<file path="config.mk">
export PLATFORM = sky130hd
export DESIGN_NAME = pmc_macrocell_top
export DESIGN_NICKNAME = d
export VERILOG_FILES = /design/src/design/pmc_pkg.sv /design/src/design/pmc_alloc_if.sv /design/src/design/pmc_macrocell_top.sv /design/src/design/pmc_pt_alloc.sv /design/src/design/pmc_input_cells.sv
export VERILOG_INCLUDE_DIRS = /design/src /design/src/design
export SDC_FILE = /design/constraint.sdc
export NUM_CORES = 1
export LEC_CHECK = 0
export ABC_AREA = 0
export BUFFER_PORTS_ARGS = -buffer_cell sky130_fd_sc_hd__buf_2
export CAP_MARGIN = 20
export CORE_AREA = 2 2 205 207
export DETAILED_ROUTE_END_ITERATION = 10
export DIE_AREA = 0 0 207 209
export PLACE_DENSITY = 0.95
export RECOVER_POWER = 50
export SLEW_MARGIN = 15
export SYNTH_ARGS = -nofsm -noshare
export SYNTH_HDL_FRONTEND = slang
export SYNTH_SLANG_ARGS = --single-unit
</file>
<file path="constraint.sdc">
create_clock -name core_clk -period 315.3 [get_ports core_clk]
set_clock_uncertainty 0.15 [all_clocks]
set_input_delay 94.59 -clock core_clk [delete_from_list [all_inputs] [get_ports core_clk]]
set_output_delay 94.59 -clock core_clk [all_outputs]
set_load 0.05 [all_outputs]
</file>
<file path="src/design/pmc_regs.svh">
`ifndef PMC_REGS_SVH
`define PMC_REGS_SVH
// offsets inside the configuration region
`define PMC_OFS_IN_AB      8'h10
`define PMC_OFS_IN_C       8'h12
`define PMC_OFS_OUT_CELLS  8'h20
`define PMC_OFS_MASK_A     8'h22
`define PMC_OFS_MASK_B     8'h24
// reset values
`define PMC_MASK_RESET     8'h00
// product-term budget per cell
`define PMC_NATIVE_A       4'h3
`define PMC_NATIVE_B       4'h4
`define PMC_BORROW_A       4'h6
`define PMC_BORROW_B_LO    4'h5
`define PMC_BORROW_B_HI    4'h6
// data bus lanes of the two cell groups
`define PMC_GROUP_A_LSB    0
`define PMC_GROUP_B_LSB    8
`endif

</file>
<file path="src/design/pmc_pkg.sv">
`default_nettype none
package pmc_pkg;
	// input cell operating mode
	typedef enum logic [1:0]
	{
		PMC_INCELL_PASS  = 2'b00,
		PMC_INCELL_LATCH = 2'b01,
		PMC_INCELL_REG   = 2'b10
	} pmc_incell_mode_type;

	// host write tracker
	typedef enum logic [0:0]
	{
		PMC_WR_IDLE   = 1'b0,
		PMC_WR_ACTIVE = 1'b1
	} pmc_wr_state_type;
endpackage : pmc_pkg
`default_nettype wire

</file>
<file path="src/design/pmc_alloc_if.sv">
`default_nettype none
// allocator demand and results between core and allocator
interface pmc_alloc_if;
	logic [15:0][3:0] need;      // terms each equation wants
	logic [15:0][2:0] borrowed;  // terms granted from the pool
	logic [15:0]      expanded;  // equation spills into other cells

	modport alloc (input need, output borrowed, expanded);
	modport core  (output need, input borrowed, expanded);
endinterface : pmc_alloc_if
`default_nettype wire

</file>
<file path="src/design/pmc_macrocell_top.sv">
`include "pmc_regs.svh"
`default_nettype none
module pmc_macrocell_top
	import pmc_pkg::*;
(
	input  wire logic        core_clk,
	input  wire logic        rst_n,
	input  wire logic        config_region_select,
	input  wire logic [7:0]  host_addr,
	input  wire logic [15:0] host_wdata,
	input  wire logic        write_strobe_low_n,
	input  wire logic        read_strobe_n,
	input  wire logic        address_strobe,
	output logic      [15:0] host_rdata,
	output logic             host_rdata_oe_n,
	input  wire logic [15:0] cell_sum_pt,
	input  wire logic [15:0] cell_clk_pt,
	input  wire logic [15:0] cell_clk_sel_ext,
	input  wire logic [15:0] cell_preset_pt,
	input  wire logic [15:0] cell_clear_pt,
	input  wire logic        macrocell_clock_input,
	input  wire logic [63:0] cell_pt_need,
	output logic      [47:0] cell_borrowed,
	output logic      [15:0] cell_expanded,
	output logic      [15:0] cell_feedback,
	input  wire logic [15:0] cell_oe_pt,
	input  wire logic [15:0] port_dir,
	input  wire logic [15:0] cell_is_output,
	input  wire logic [15:0] cell_has_oe_eq,
	input  wire logic        slave_read_pt,
	input  wire logic [7:0]  port_a_data_out,
	output logic      [15:0] port_ab_out,
	output logic      [15:0] port_ab_oe_n,
	input  wire logic [23:0] port_abc_in,
	input  wire logic [47:0] input_cell_mode,
	input  wire logic [5:0]  input_nibble_sel_strobe,
	input  wire logic [5:0]  input_nibble_pt,
	output logic      [23:0] logic_input_bus,
	input  wire logic [7:0]  ecs_pt,
	input  wire logic [7:0]  ecs_active_low,
	input  wire logic [7:0]  ecs_oe_pt,
	input  wire logic [7:0]  ecs_dir,
	output logic      [7:0]  external_select_outputs,
	output logic      [7:0]  external_select_oe_n
);
	pmc_alloc_if alloc_bus ();  // allocator demand and results

	pmc_wr_state_type wr_state;      // host write tracker
	pmc_wr_state_type next_wr_state;
	logic [15:0] wr_hold_data;       // data seen while strobe was low
	logic [15:0] next_wr_hold_data;
	logic [7:0]  mask_a;             // port a cell write mask
	logic [7:0]  next_mask_a;
	logic [7:0]  mask_b;             // port b cell write mask
	logic [7:0]  next_mask_b;
	logic [7:0]  wr_addr;            // offset of the pending write
	logic [7:0]  next_wr_addr;
	logic        host_load;          // pulse: cell load commits now
	logic [15:0] mask16;             // both masks side by side

	logic [15:0] cell_q;             // output cell flip-flops
	logic [15:0] next_cell_q;
	logic [15:0] clk_pt_prev;        // edge history of term clocks
	logic        mclk_prev;          // edge history of external clock
	logic [15:0] sum_delayed;        // expansion stage of sums
	logic [15:0] clk_edge;           // rising edge of selected clock
	logic [15:0] cell_event;         // any own flop input active

	logic [15:0] next_port_ab_out;
	logic [15:0] next_port_ab_oe_n;
	logic [7:0]  next_ecs_out;
	logic [7:0]  next_ecs_oe_n;
	logic [15:0] next_host_rdata;
	logic        rd_hit;             // read of a mapped location

	////////////////////////////////////////////////////////////////////////
	// allocator and input cells
	assign alloc_bus.need = cell_pt_need;

	pmc_pt_alloc u_alloc
	(
		.bus (alloc_bus)
	);

	assign cell_borrowed = alloc_bus.borrowed;
	assign cell_expanded = alloc_bus.expanded;

	pmc_input_cells u_incells
	(
		.core_clk          (core_clk),
		.rst_n             (rst_n),
		.address_strobe    (address_strobe),
		.pin_in            (port_abc_in),
		.cell_mode         (input_cell_mode),
		.nibble_sel_strobe (input_nibble_sel_strobe),
		.nibble_pt         (input_nibble_pt),
		.cell_out          (logic_input_bus)
	);

	////////////////////////////////////////////////////////////////////////
	// host write: hold data while strobe low, commit on its rise
	always_comb
	begin
		next_wr_state = wr_state;
		next_wr_hold_data = wr_hold_data;
		next_wr_addr = wr_addr;
		next_mask_a = mask_a;
		next_mask_b = mask_b;
		host_load = 1'b0;
		case (wr_state)
			PMC_WR_IDLE:
			begin
				// only accesses inside the configuration region count
				if (config_region_select && !write_strobe_low_n)
				begin
					next_wr_state = PMC_WR_ACTIVE;
					next_wr_hold_data = host_wdata;
					next_wr_addr = host_addr;
				end
			end
			PMC_WR_ACTIVE:
			begin
				if (!write_strobe_low_n)
				begin
					// data may settle late in the strobe, keep the last
					next_wr_hold_data = host_wdata;
				end
				else
				begin
					// trailing edge: data lands now
					next_wr_state = PMC_WR_IDLE;
					host_load = (wr_addr == `PMC_OFS_OUT_CELLS);
					if (wr_addr == `PMC_OFS_MASK_A)
						next_mask_a = wr_hold_data[7:0];
					if (wr_addr == `PMC_OFS_MASK_B)
						next_mask_b = wr_hold_data[7:0];
				end
			end
			default: next_wr_state = PMC_WR_IDLE;
		endcase
	end

	// write tracker and masks; masks clear to loading enabled
	always_ff @(posedge core_clk)
	begin
		if (!rst_n)
		begin
			wr_state <= PMC_WR_IDLE;
			wr_hold_data <= 16'h0000;
			wr_addr <= 8'h00;
			mask_a <= `PMC_MASK_RESET;
			mask_b <= `PMC_MASK_RESET;
		end
		else
		begin
			wr_state <= next_wr_state;
			wr_hold_data <= next_wr_hold_data;
			wr_addr <= next_wr_addr;
			mask_a <= next_mask_a;
			mask_b <= next_mask_b;
		end
	end

	assign mask16 = {mask_b, mask_a};

	////////////////////////////////////////////////////////////////////////
	// output cell flops: host load, preset, clear, then clock
	always_comb
	begin
		for (int i = 0; i < 16; i++)
			clk_edge[i] = cell_clk_sel_ext[i] ? (macrocell_clock_input && !mclk_prev)
				: (cell_clk_pt[i] && !clk_pt_prev[i]);
		cell_event = clk_edge | cell_preset_pt | cell_clear_pt;
		for (int i = 0; i < 16; i++)
		begin
			next_cell_q[i] = cell_q[i];
			if (host_load && !mask16[i])
				next_cell_q[i] = wr_hold_data[i];
			else if (cell_preset_pt[i])
				next_cell_q[i] = 1'b1;
			else if (cell_clear_pt[i])
				next_cell_q[i] = 1'b0;
			else if (clk_edge[i])
				// spilled equations pass one more stage first
				next_cell_q[i] = alloc_bus.expanded[i] ? sum_delayed[i]
					: cell_sum_pt[i];
		end
	end

	// cell flops and clock edge history
	always_ff @(posedge core_clk)
	begin
		if (!rst_n)
		begin
			cell_q <= 16'h0000;
			clk_pt_prev <= 16'h0000;
			mclk_prev <= 1'b0;
			sum_delayed <= 16'h0000;
		end
		else
		begin
			cell_q <= next_cell_q;
			clk_pt_prev <= cell_clk_pt;
			mclk_prev <= macrocell_clock_input;
			sum_delayed <= cell_sum_pt;
		end
	end

	// internal nodes still reach the array whether or not pinned
	assign cell_feedback = cell_q;

	////////////////////////////////////////////////////////////////////////
	// pins and chip selects; enables are active low at the ports
	always_comb
	begin
		next_port_ab_out = cell_q;
		// mailbox: slave reads the master's port a data register
		if (slave_read_pt)
			next_port_ab_out[7:0] = port_a_data_out;
		for (int i = 0; i < 16; i++)
			next_port_ab_oe_n[i] = !(cell_is_output[i] && ((!cell_has_oe_eq[i])
				|| cell_oe_pt[i] || port_dir[i]));
		if (slave_read_pt)
			next_port_ab_oe_n[7:0] = 8'h00;
		next_ecs_out = ecs_pt ^ ecs_active_low;
		next_ecs_oe_n = ~(ecs_oe_pt | ecs_dir);
	end

	// output drivers; reset turns every enable off, undeclared ones drive from the first edge after
	always_ff @(posedge core_clk)
	begin
		if (!rst_n)
		begin
			port_ab_out <= 16'h0000;
			port_ab_oe_n <= 16'hffff;
			external_select_outputs <= 8'h00;
			external_select_oe_n <= 8'hff;
		end
		else
		begin
			port_ab_out <= next_port_ab_out;
			port_ab_oe_n <= next_port_ab_oe_n;
			external_select_outputs <= next_ecs_out;
			external_select_oe_n <= next_ecs_oe_n;
		end
	end

	////////////////////////////////////////////////////////////////////////
	// host read; unmapped offsets leave the bus undriven
	always_comb
	begin
		rd_hit = 1'b1;
		next_host_rdata = 16'h0000;
		case (host_addr)
			`PMC_OFS_OUT_CELLS: next_host_rdata = cell_q;
			`PMC_OFS_IN_AB:     next_host_rdata = logic_input_bus[15:0];
			`PMC_OFS_IN_C:      next_host_rdata = {8'h00, logic_input_bus[23:16]};
			`PMC_OFS_MASK_A:    next_host_rdata = {8'h00, mask_a};
			`PMC_OFS_MASK_B:    next_host_rdata = {8'h00, mask_b};
			default:            rd_hit = 1'b0;
		endcase
	end

	// read data held one cycle after sampling the strobe
	always_ff @(posedge core_clk)
	begin
		if (!rst_n)
			host_rdata <= 16'h0000;
		else if (config_region_select && !read_strobe_n)
			host_rdata <= next_host_rdata;
	end

	assign host_rdata_oe_n = !(config_region_select && !read_strobe_n && rd_hit);
endmodule : pmc_macrocell_top
`default_nettype wire

</file>
<file path="src/design/pmc_pt_alloc.sv">
`include "pmc_regs.svh"
`default_nettype none
module pmc_pt_alloc
	import pmc_pkg::*;
(
	pmc_alloc_if.alloc bus
);
	////////////////////////////////////////////////////////////////////////
	// greedy allocation in cell order; a granted term leaves the pool
	always_comb
	begin
		logic [6:0] pool;    // unused native terms left to lend
		logic [3:0] nat;     // native terms of this cell
		logic [3:0] lim;     // borrow limit of this cell
		logic [3:0] want;    // terms beyond the native ones
		logic [3:0] grant;   // terms actually borrowed
		pool = 7'h00;
		nat = 4'h0;
		lim = 4'h0;
		want = 4'h0;
		grant = 4'h0;
		bus.borrowed = '0;
		bus.expanded = '0;
		// pool is what the cells leave unused of their own terms
		for (int i = 0; i < 16; i++)
		begin
			nat = (i < 8) ? `PMC_NATIVE_A : `PMC_NATIVE_B;
			if (bus.need[i] < nat)
				pool = pool + {3'h0, nat - bus.need[i]};
		end
		for (int i = 0; i < 16; i++)
		begin
			nat = (i < 8) ? `PMC_NATIVE_A : `PMC_NATIVE_B;
			lim = (i < 8) ? `PMC_BORROW_A :
				((i < 12) ? `PMC_BORROW_B_LO : `PMC_BORROW_B_HI);
			want = (bus.need[i] > nat) ? bus.need[i] - nat : 4'h0;
			grant = (want < lim) ? want : lim;
			if ({3'h0, grant} > pool)
				grant = pool[3:0];
			// a term once granted is gone for every other cell
			pool = pool - {3'h0, grant};
			bus.borrowed[i] = grant[2:0];
			// shortfall is made up by spending further cells
			bus.expanded[i] = (want > grant);
		end
	end
endmodule : pmc_pt_alloc
`default_nettype wire

</file>
<file path="src/design/pmc_input_cells.sv">
`default_nettype none
module pmc_input_cells
	import pmc_pkg::*;
(
	input  wire logic        core_clk,
	input  wire logic        rst_n,
	input  wire logic        address_strobe,
	input  wire logic [23:0] pin_in,
	input  wire logic [47:0] cell_mode,
	input  wire logic [5:0]  nibble_sel_strobe,
	input  wire logic [5:0]  nibble_pt,
	output logic      [23:0] cell_out
);
	logic [5:0] nib_en;        // selected enable per group of four
	logic [5:0] nib_en_prev;   // last value, for rising edges
	logic [5:0] next_nib_en_prev;

	////////////////////////////////////////////////////////////////////////
	// enable of each nibble: product term or host address strobe
	always_comb
	begin
		for (int n = 0; n < 6; n++)
			nib_en[n] = nibble_sel_strobe[n] ? address_strobe : nibble_pt[n];
		next_nib_en_prev = nib_en;
	end

	// edge history of the nibble enables
	always_ff @(posedge core_clk)
	begin
		if (!rst_n)
			nib_en_prev <= 6'h00;
		else
			nib_en_prev <= next_nib_en_prev;
	end

	////////////////////////////////////////////////////////////////////////
	// one cell per pin of ports a, b and c
	genvar g;
	generate
		for (g = 0; g < 24; g++)
		begin : g_cell
			pmc_incell_mode_type mode;  // this cell's mode
			logic held;              // latched or registered value
			logic next_held;
			logic en;                // enable of the cell's nibble
			assign mode = pmc_incell_mode_type'(cell_mode[2*g +: 2]);
			assign en = nib_en[g/4];

			// capture: latch follows while open, register on rise
			always_comb
			begin
				next_held = held;
				case (mode)
					PMC_INCELL_LATCH: if (en) next_held = pin_in[g];
					PMC_INCELL_REG:   if (en && !nib_en_prev[g/4]) next_held = pin_in[g];
					default:          next_held = held;
				endcase
			end

			always_ff @(posedge core_clk)
			begin
				if (!rst_n)
					held <= 1'b0;
				else
					held <= next_held;
			end

			// an open latch is transparent, pass mode ignores storage
			always_comb
			begin
				case (mode)
					PMC_INCELL_LATCH: cell_out[g] = en ? pin_in[g] : held;
					PMC_INCELL_REG:   cell_out[g] = held;
					default:          cell_out[g] = pin_in[g];
				endcase
			end
		end
	endgenerate
endmodule : pmc_input_cells
`default_nettype wire

</file>
== Word-level counts from Yosys, hierarchy flattened ==
Cells that the tools add are included.
Widths: inputs -> output; s select.

* Register bits: 184
* Output and inout port bits: 169
* Logic and storage cells: 789

* Add/subtract/negate cells: 62
* Magnitude comparators: 80
* Equality and inequality tests: 82
* Muxes and demuxes: 274
* Bitwise logic cells: 4
* Reductions and logical operators: 233

{| class="wikitable"
|+ Operator list
! kind !! number
|-
| $mux 4 || 49
|-
| $mux 1 || 155
|-
| $gt 4x7->1 || 16
|-
| $mux 7 || 15
|-
| $sub 7x4->7 || 15
|-
| $add 7x4->7 || 14
|-
| $pmux 1 s2 || 49
|-
| $lt 4x3->1 const B || 24
|-
| $pmux 16 s5 || 1
|-
| $logic_not 1->1 || 74
|-
| $gt 4x4->1 || 16
|-
| $reduce_bool 4->1 || 16
|-
| $logic_and 1x1->1 || 58
|-
| $reduce_and 2->1 || 26
|-
| $eq 2x1->1 const B || 24
|-
| $eq 2x2->1 const B || 24
|-
| $eq 8x6->1 const B || 6
|-
| $ne 2x1->1 const B || 24
|-
| $reduce_bool 2->1 || 24
|-
| $gt 4x2->1 const B || 8
|-
| $gt 4x3->1 const B || 8
|-
| $logic_or 1x1->1 || 32
|-
| $lt 4x2->1 const B || 8
|-
| $mux 16 || 2
|-
| 15 further kinds || 47
|}

== Depth between registers and ports, before layout ==
* Word-level depth: 85
* Gate-level depth with buffers: 351

== Hierarchy ==
Synthesis repeated with hierarchy kept, for this count alone.

* Cell total of the unflattened synthesis: 3260
* Area total of the unflattened synthesis: 24516.0 um2

{| class="wikitable"
|+ Modules (own cells, without submodules)
! module !! instances !! cells an instance !! area each (um2)
|-
| pmc_pt_alloc || 1 || 2163 || 14906.8
|-
| pmc_macrocell_top || 1 || 703 || 6444.9
|-
| pmc_input_cells || 1 || 394 || 3164.3
|}

== Worst setup path after synthesis ==
No wires, ideal clock.

* Kind: in2out
* Start: input cell_pt_need[2]
* End: output cell_expanded[15]
* Arrival time: 164.968 ns
* Slack: 55.592 ns
* Stages: 320
* Path buffers: 13
* Path through: inv_1 ha_1 a21bo_2 nor2_1 ha_1 fa_1 nand2_1 nand2_1 fa_1 nor2_1 a31oi_1 fa_1 mux2i_1 inv_1 fa_1 nor2_1 a21oi_1 fa_1 [284 not listed] buf_2 buf_2 mux2i_1 ha_1 inv_1 ha_1 or3_1 o221ai_1 inv_1 ha_1 o21ai_0 nand2b_1 a21oi_1 a41oi_1 o2111ai_2 mux2i_1 ha_1 a41oi_1

* Cells in the longest elaborated chain, start to end: 80
* Elaborated cells on any way between the ends: 86

{| class="wikitable"
|+ Ends and longest elaborated chain
! item !! RTL line !! text
|-
| start, declared || pmc_macrocell_top.sv:22 || <nowiki>input wire logic [63:0] cell_pt_need,</nowiki>
|-
| $sub 2x4->4 / $lt 4x2->1 (equally long branches) || pmc_pt_alloc.sv:29, pmc_pt_alloc.sv:28 ||
|-
| $mux 4 || pmc_pt_alloc.sv:28 || <nowiki>if (bus.need[i] < nat)</nowiki>
|-
| $add 4x4->5 || pmc_pt_alloc.sv:29 || <nowiki>pool = pool + {3'h0, nat - bus.need[i]};</nowiki>
|-
| $mux 7 || pmc_pt_alloc.sv:28 ||
|-
| $add 7x4->7 || pmc_pt_alloc.sv:29 ||
|-
| $mux 7 || pmc_pt_alloc.sv:28 ||
|-
| $add 7x4->7 || pmc_pt_alloc.sv:29 ||
|-
| $mux 7 || pmc_pt_alloc.sv:28 ||
|-
| [26 not listed] || -- ||
|-
| named net cell_borrowed[0] || pmc_macrocell_top.sv:23 || <nowiki>output logic [47:0] cell_borrowed,</nowiki>
|-
| [3 not listed] || -- ||
|-
| named net cell_borrowed[3] || pmc_macrocell_top.sv:23 ||
|-
| [3 not listed] || -- ||
|-
| named net cell_borrowed[6] || pmc_macrocell_top.sv:23 ||
|-
| [3 not listed] || -- ||
|-
| named net cell_borrowed[9] || pmc_macrocell_top.sv:23 ||
|-
| [3 not listed] || -- ||
|-
| named net cell_borrowed[12] || pmc_macrocell_top.sv:23 ||
|-
| [3 not listed] || -- ||
|-
| named net cell_borrowed[15] || pmc_macrocell_top.sv:23 ||
|-
| [3 not listed] || -- ||
|-
| named net cell_borrowed[18] || pmc_macrocell_top.sv:23 ||
|-
| [3 not listed] || -- ||
|-
| named net cell_borrowed[21] || pmc_macrocell_top.sv:23 ||
|-
| [3 not listed] || -- ||
|-
| named net cell_borrowed[24] || pmc_macrocell_top.sv:23 ||
|-
| [3 not listed] || -- ||
|-
| named net cell_borrowed[27] || pmc_macrocell_top.sv:23 ||
|-
| [3 not listed] || -- ||
|-
| named net cell_borrowed[30] || pmc_macrocell_top.sv:23 ||
|-
| [3 not listed] || -- ||
|-
| named net cell_borrowed[33] || pmc_macrocell_top.sv:23 ||
|-
| [3 not listed] || -- ||
|-
| named net cell_borrowed[36] || pmc_macrocell_top.sv:23 ||
|-
| [3 not listed] || -- ||
|-
| named net cell_borrowed[39] || pmc_macrocell_top.sv:23 ||
|-
| [1 not listed] || -- ||
|-
| $gt 4x7->1 || pmc_pt_alloc.sv:38 || <nowiki>if ({3'h0, grant} > pool)</nowiki>
|-
| $mux 4 * || pmc_pt_alloc.sv:38 ||
|-
| named net cell_borrowed[42] || pmc_macrocell_top.sv:23 ||
|-
| $sub 7x4->7 * || pmc_pt_alloc.sv:41 || <nowiki>pool = pool - {3'h0, grant};</nowiki>
|-
| $gt 4x7->1 || pmc_pt_alloc.sv:38 ||
|-
| $mux 4 * || pmc_pt_alloc.sv:38 ||
|-
| named net cell_borrowed[45] || pmc_macrocell_top.sv:23 ||
|-
| $gt 4x4->1 * || pmc_pt_alloc.sv:44 || <nowiki>bus.expanded[i] = (want > grant);</nowiki>
|-
| end, declared || pmc_macrocell_top.sv:24 || <nowiki>output logic [15:0] cell_expanded,</nowiki>
|}

Mark *: on every way through the listed nets, which the timed path passes. The rest lies on a longest branch.

== Worst setup path after layout ==
* Start: input cell_pt_need[2]
* End: output cell_expanded[15]

* Cells in the longest elaborated chain, start to end: 80
* Elaborated cells on any way between the ends: 86

{| class="wikitable"
|+ Ends and longest elaborated chain
! item !! RTL line
|-
| $sub 2x4->4 / $lt 4x2->1 (equally long branches) || pmc_pt_alloc.sv:29, pmc_pt_alloc.sv:28
|-
| $mux 4 || pmc_pt_alloc.sv:28
|-
| $add 4x4->5 || pmc_pt_alloc.sv:29
|-
| $mux 7 || pmc_pt_alloc.sv:28
|-
| $add 7x4->7 || pmc_pt_alloc.sv:29
|-
| $mux 7 || pmc_pt_alloc.sv:28
|-
| $add 7x4->7 || pmc_pt_alloc.sv:29
|-
| $mux 7 || pmc_pt_alloc.sv:28
|-
| [64 not listed] || --
|-
| $mux 4 || pmc_pt_alloc.sv:38
|-
| $sub 7x4->7 * || pmc_pt_alloc.sv:41
|-
| $gt 4x7->1 || pmc_pt_alloc.sv:38
|-
| $mux 4 || pmc_pt_alloc.sv:38
|-
| $sub 7x4->7 * || pmc_pt_alloc.sv:41
|-
| $gt 4x7->1 || pmc_pt_alloc.sv:38
|-
| $mux 4 * || pmc_pt_alloc.sv:38
|-
| $gt 4x4->1 * || pmc_pt_alloc.sv:44
|}

Every way passes the cells marked *; elsewhere a longest branch is shown, timed or not.

==> results.txt <==
Ys flop type: dfxtp_1
Synth area leaders: dfxtp_1 (15%), ha_1 (13%), o21ai_0 (5.2%)
Die Width: 207 um
Violated checks: capacitance limit, slew limit
Outcome: finished, violations left
CP dominant cell by count: ha_1
Post-DRT Antenna Nets: 0
Drt via density: 6.36
Setup TNS: 0 ns
Max-slew headroom: -1.49
Slowest cell on the critical path: a21oi_1
Synth Area per Inst: 7.42 um2
Via count: 27400
Critical Path End Type: output pin
Area post-placement: 27200 um2
Final nets: 4362
Worst Path Max Fanout: 16
CTS sink cnt: 184
M1 GR Usage: 0.467
RSZ-0062 raised after global routing: false
Post-route worst setup slack: 58.07 ns
Synth area leader: dfxtp_1
CTS clk-pin slew, worst paths: 0.07 ns
Num CTS Buffers: 17
Commonest non-fill, non-tap cells in the layout: buf_2 (460), nor2_1 (289), nand2_1 (256), ha_1 (255), o21ai_0 (252)
# DRC: 0
Final GP Congestion: 1.04
Crit start category: input port
GRT overflow: 0
Sequential-to-total area share from yosys stat: 0.151
Critical Path Max Stage Delay: 0.78 ns
Synth Warn #: 0
CTS root buf: clkbuf_16
CTS resizes: 0
HPWL Detailed: 75.8 mm
M2 GR Usage: 0.635
GR Util All Layers: 0.403
Initial Util: 0.589
Class of the worst hold path: flip-flop to flip-flop
Max_cap viols: 2
Final Hold Viols: 0
DIE HEIGHT: 209 um
Dpl ws: 59.84 ns
Initial DRC count: 2835
Area delta synth->final: 14.2%
Drt wl/cell: 21.4 um
First-pass GRT wire length: 139 mm
Proportion of layout cells with a drive suffix above 1: 0.172
Final wirelength: 92.4 mm
Final instance area: 27800 um2
Seq cells post-synth: 184
Pins Over Slew Limit: 187
Final period utilization: 0.816
Yosys cell types: 126
Vias in the first global route: 25500
# rows: 75
Clock buffer depth: 2
Tmin final: 257.23 ns
Grt peak-use layer: met2
Clock Latency Late Sink: 0.49 ns
Final setup viols: 0
Htree depth: 4
Cell area after synthesis: 24300 um2
IO Port Bufs: 532
Synth top area share: 0.151
Most common cell after layout, fill and taps aside: buf_2
Synth Instances: 3279
R2r setup slk: 312.91 ns
IO Count: 533
Largest net degree at the start of global routing: 102
Hold Buf Count CTS: 0
Worst path required time: 220.56 ns
TritonCTS clock tree: done
Router iterations before antenna repair: 10
Slew of the pin with the lowest slew margin: 3.74 ns
GR Util met3: 0.102
FFs w/ async S/R, synth: 0
Number of synthesized flops with an enable pin: 0
Antenna violations before repair: 41
Core box area: 41300 um2
Die area: 43300 um2
Postcts setup bufs: 0
CP Class: input port to output pin
Crit path arrival time: 162.49 ns
Maximum operating frequency: 0.00389 GHz
## metrics by stage
step / cells / hold WS, ns / utilization
2_1_floorplan: 3294 / 0.290 / -
3_3_place_gp: 4248 / 0.306 / 0.660
3_5_place_dp: 4248 / 0.310 / 0.660
4_1_cts: 4279 / 0.319 / 0.673
5_1_grt: 4307 / 0.358 / 0.673
6_report: 4313 / 0.323 / 0.673
## registers in the layout, summed over array words and instances, names as in the netlist, 8 cells and up
name	count
port_ab_out	16
wr_addr	8
host_rdata	16
mask_a	8
port_ab_oe_n	16
wr_hold_data	16
mask_b	8
clk_pt_prev	16
u_incells.g_cell.held	24
external_select_oe_n	8
cell_feedback	16
external_select_outputs	8
sum_delayed	16
## logic make-up (layout without fill, tap and decap cells)
logic type      count (synthesis)  count (layout)  synth area share
flops                         184             184             0.151
xor+xnor                      119             119            0.0466
fa+ha+maj                     284             284             0.149
simple gates                 1135            1135             0.238
mux                           141             141            0.0598
compound gates               1045            1045             0.294
other cells                     1              50          0.000154
buf+inv                       370             816            0.0604
## cell usage after synthesis, types with 58 or more instances
| master | n |
|---|---|
| and2_1 | 103 |
| nor2b_1 | 124 |
| clkbuf_1 | 91 |
| inv_1 | 232 |
| mux2i_1 | 112 |
| dfxtp_1 | 184 |
| nor2_1 | 289 |
| ha_1 | 255 |
| nand3_1 | 60 |
| o21ai_0 | 252 |
| nand2b_1 | 58 |
| nand2_1 | 256 |
| a21oi_1 | 245 |
| xnor2_1 | 74 |
## path summary, 6_finish.rpt
check / from / endpoint / cells past startpoint
worst min register to register: wr_hold_data[12] / wr_hold_data[12] / 2
worst min-delay path: wr_hold_data[12] / wr_hold_data[12] / 2
worst max-delay path: cell_pt_need[2] / cell_expanded[15] / 311
worst max register to register: wr_addr[3] / cell_feedback[13] / 9
## worst max-delay path: cells and delay by family
kind                     cells  cell delay [ns]
AO/OA/AOI/OAI              104            21.95
XOR/XNOR                     6             1.15
adder cells (fa/ha/maj)     61            19.64
buffers and inverters       33             3.51
multiplexers                14             4.80
AND/OR/NAND/NOR             93            16.75
## per-layer routing
| layer | routed length (um) | vias to the layer above |
|---|---|---|
| met5 | 112 | - |
| li1 | - | 12800 |
| met3 | 8750 | 393 |
| met1 | 34900 | 12700 |
| met4 | 8290 | 16 |
| met2 | 40400 | 1524 |
## cell type report
type,count,area (um2)
Timing Repair Buffer,541,2640
Clock buffer,17,425
Clock inverter,14,130
Fill cell,3489,13500
Antenna cell,34,85.1
Multi-Input combinational cell,2740,19200
Sequential cell,184,3680
Inverter,244,916
Tap cell,539,674
Power is left out: the tool's default activity adds up to more than one toggle a clock period on the data nets, which glitch-free logic cannot reach.
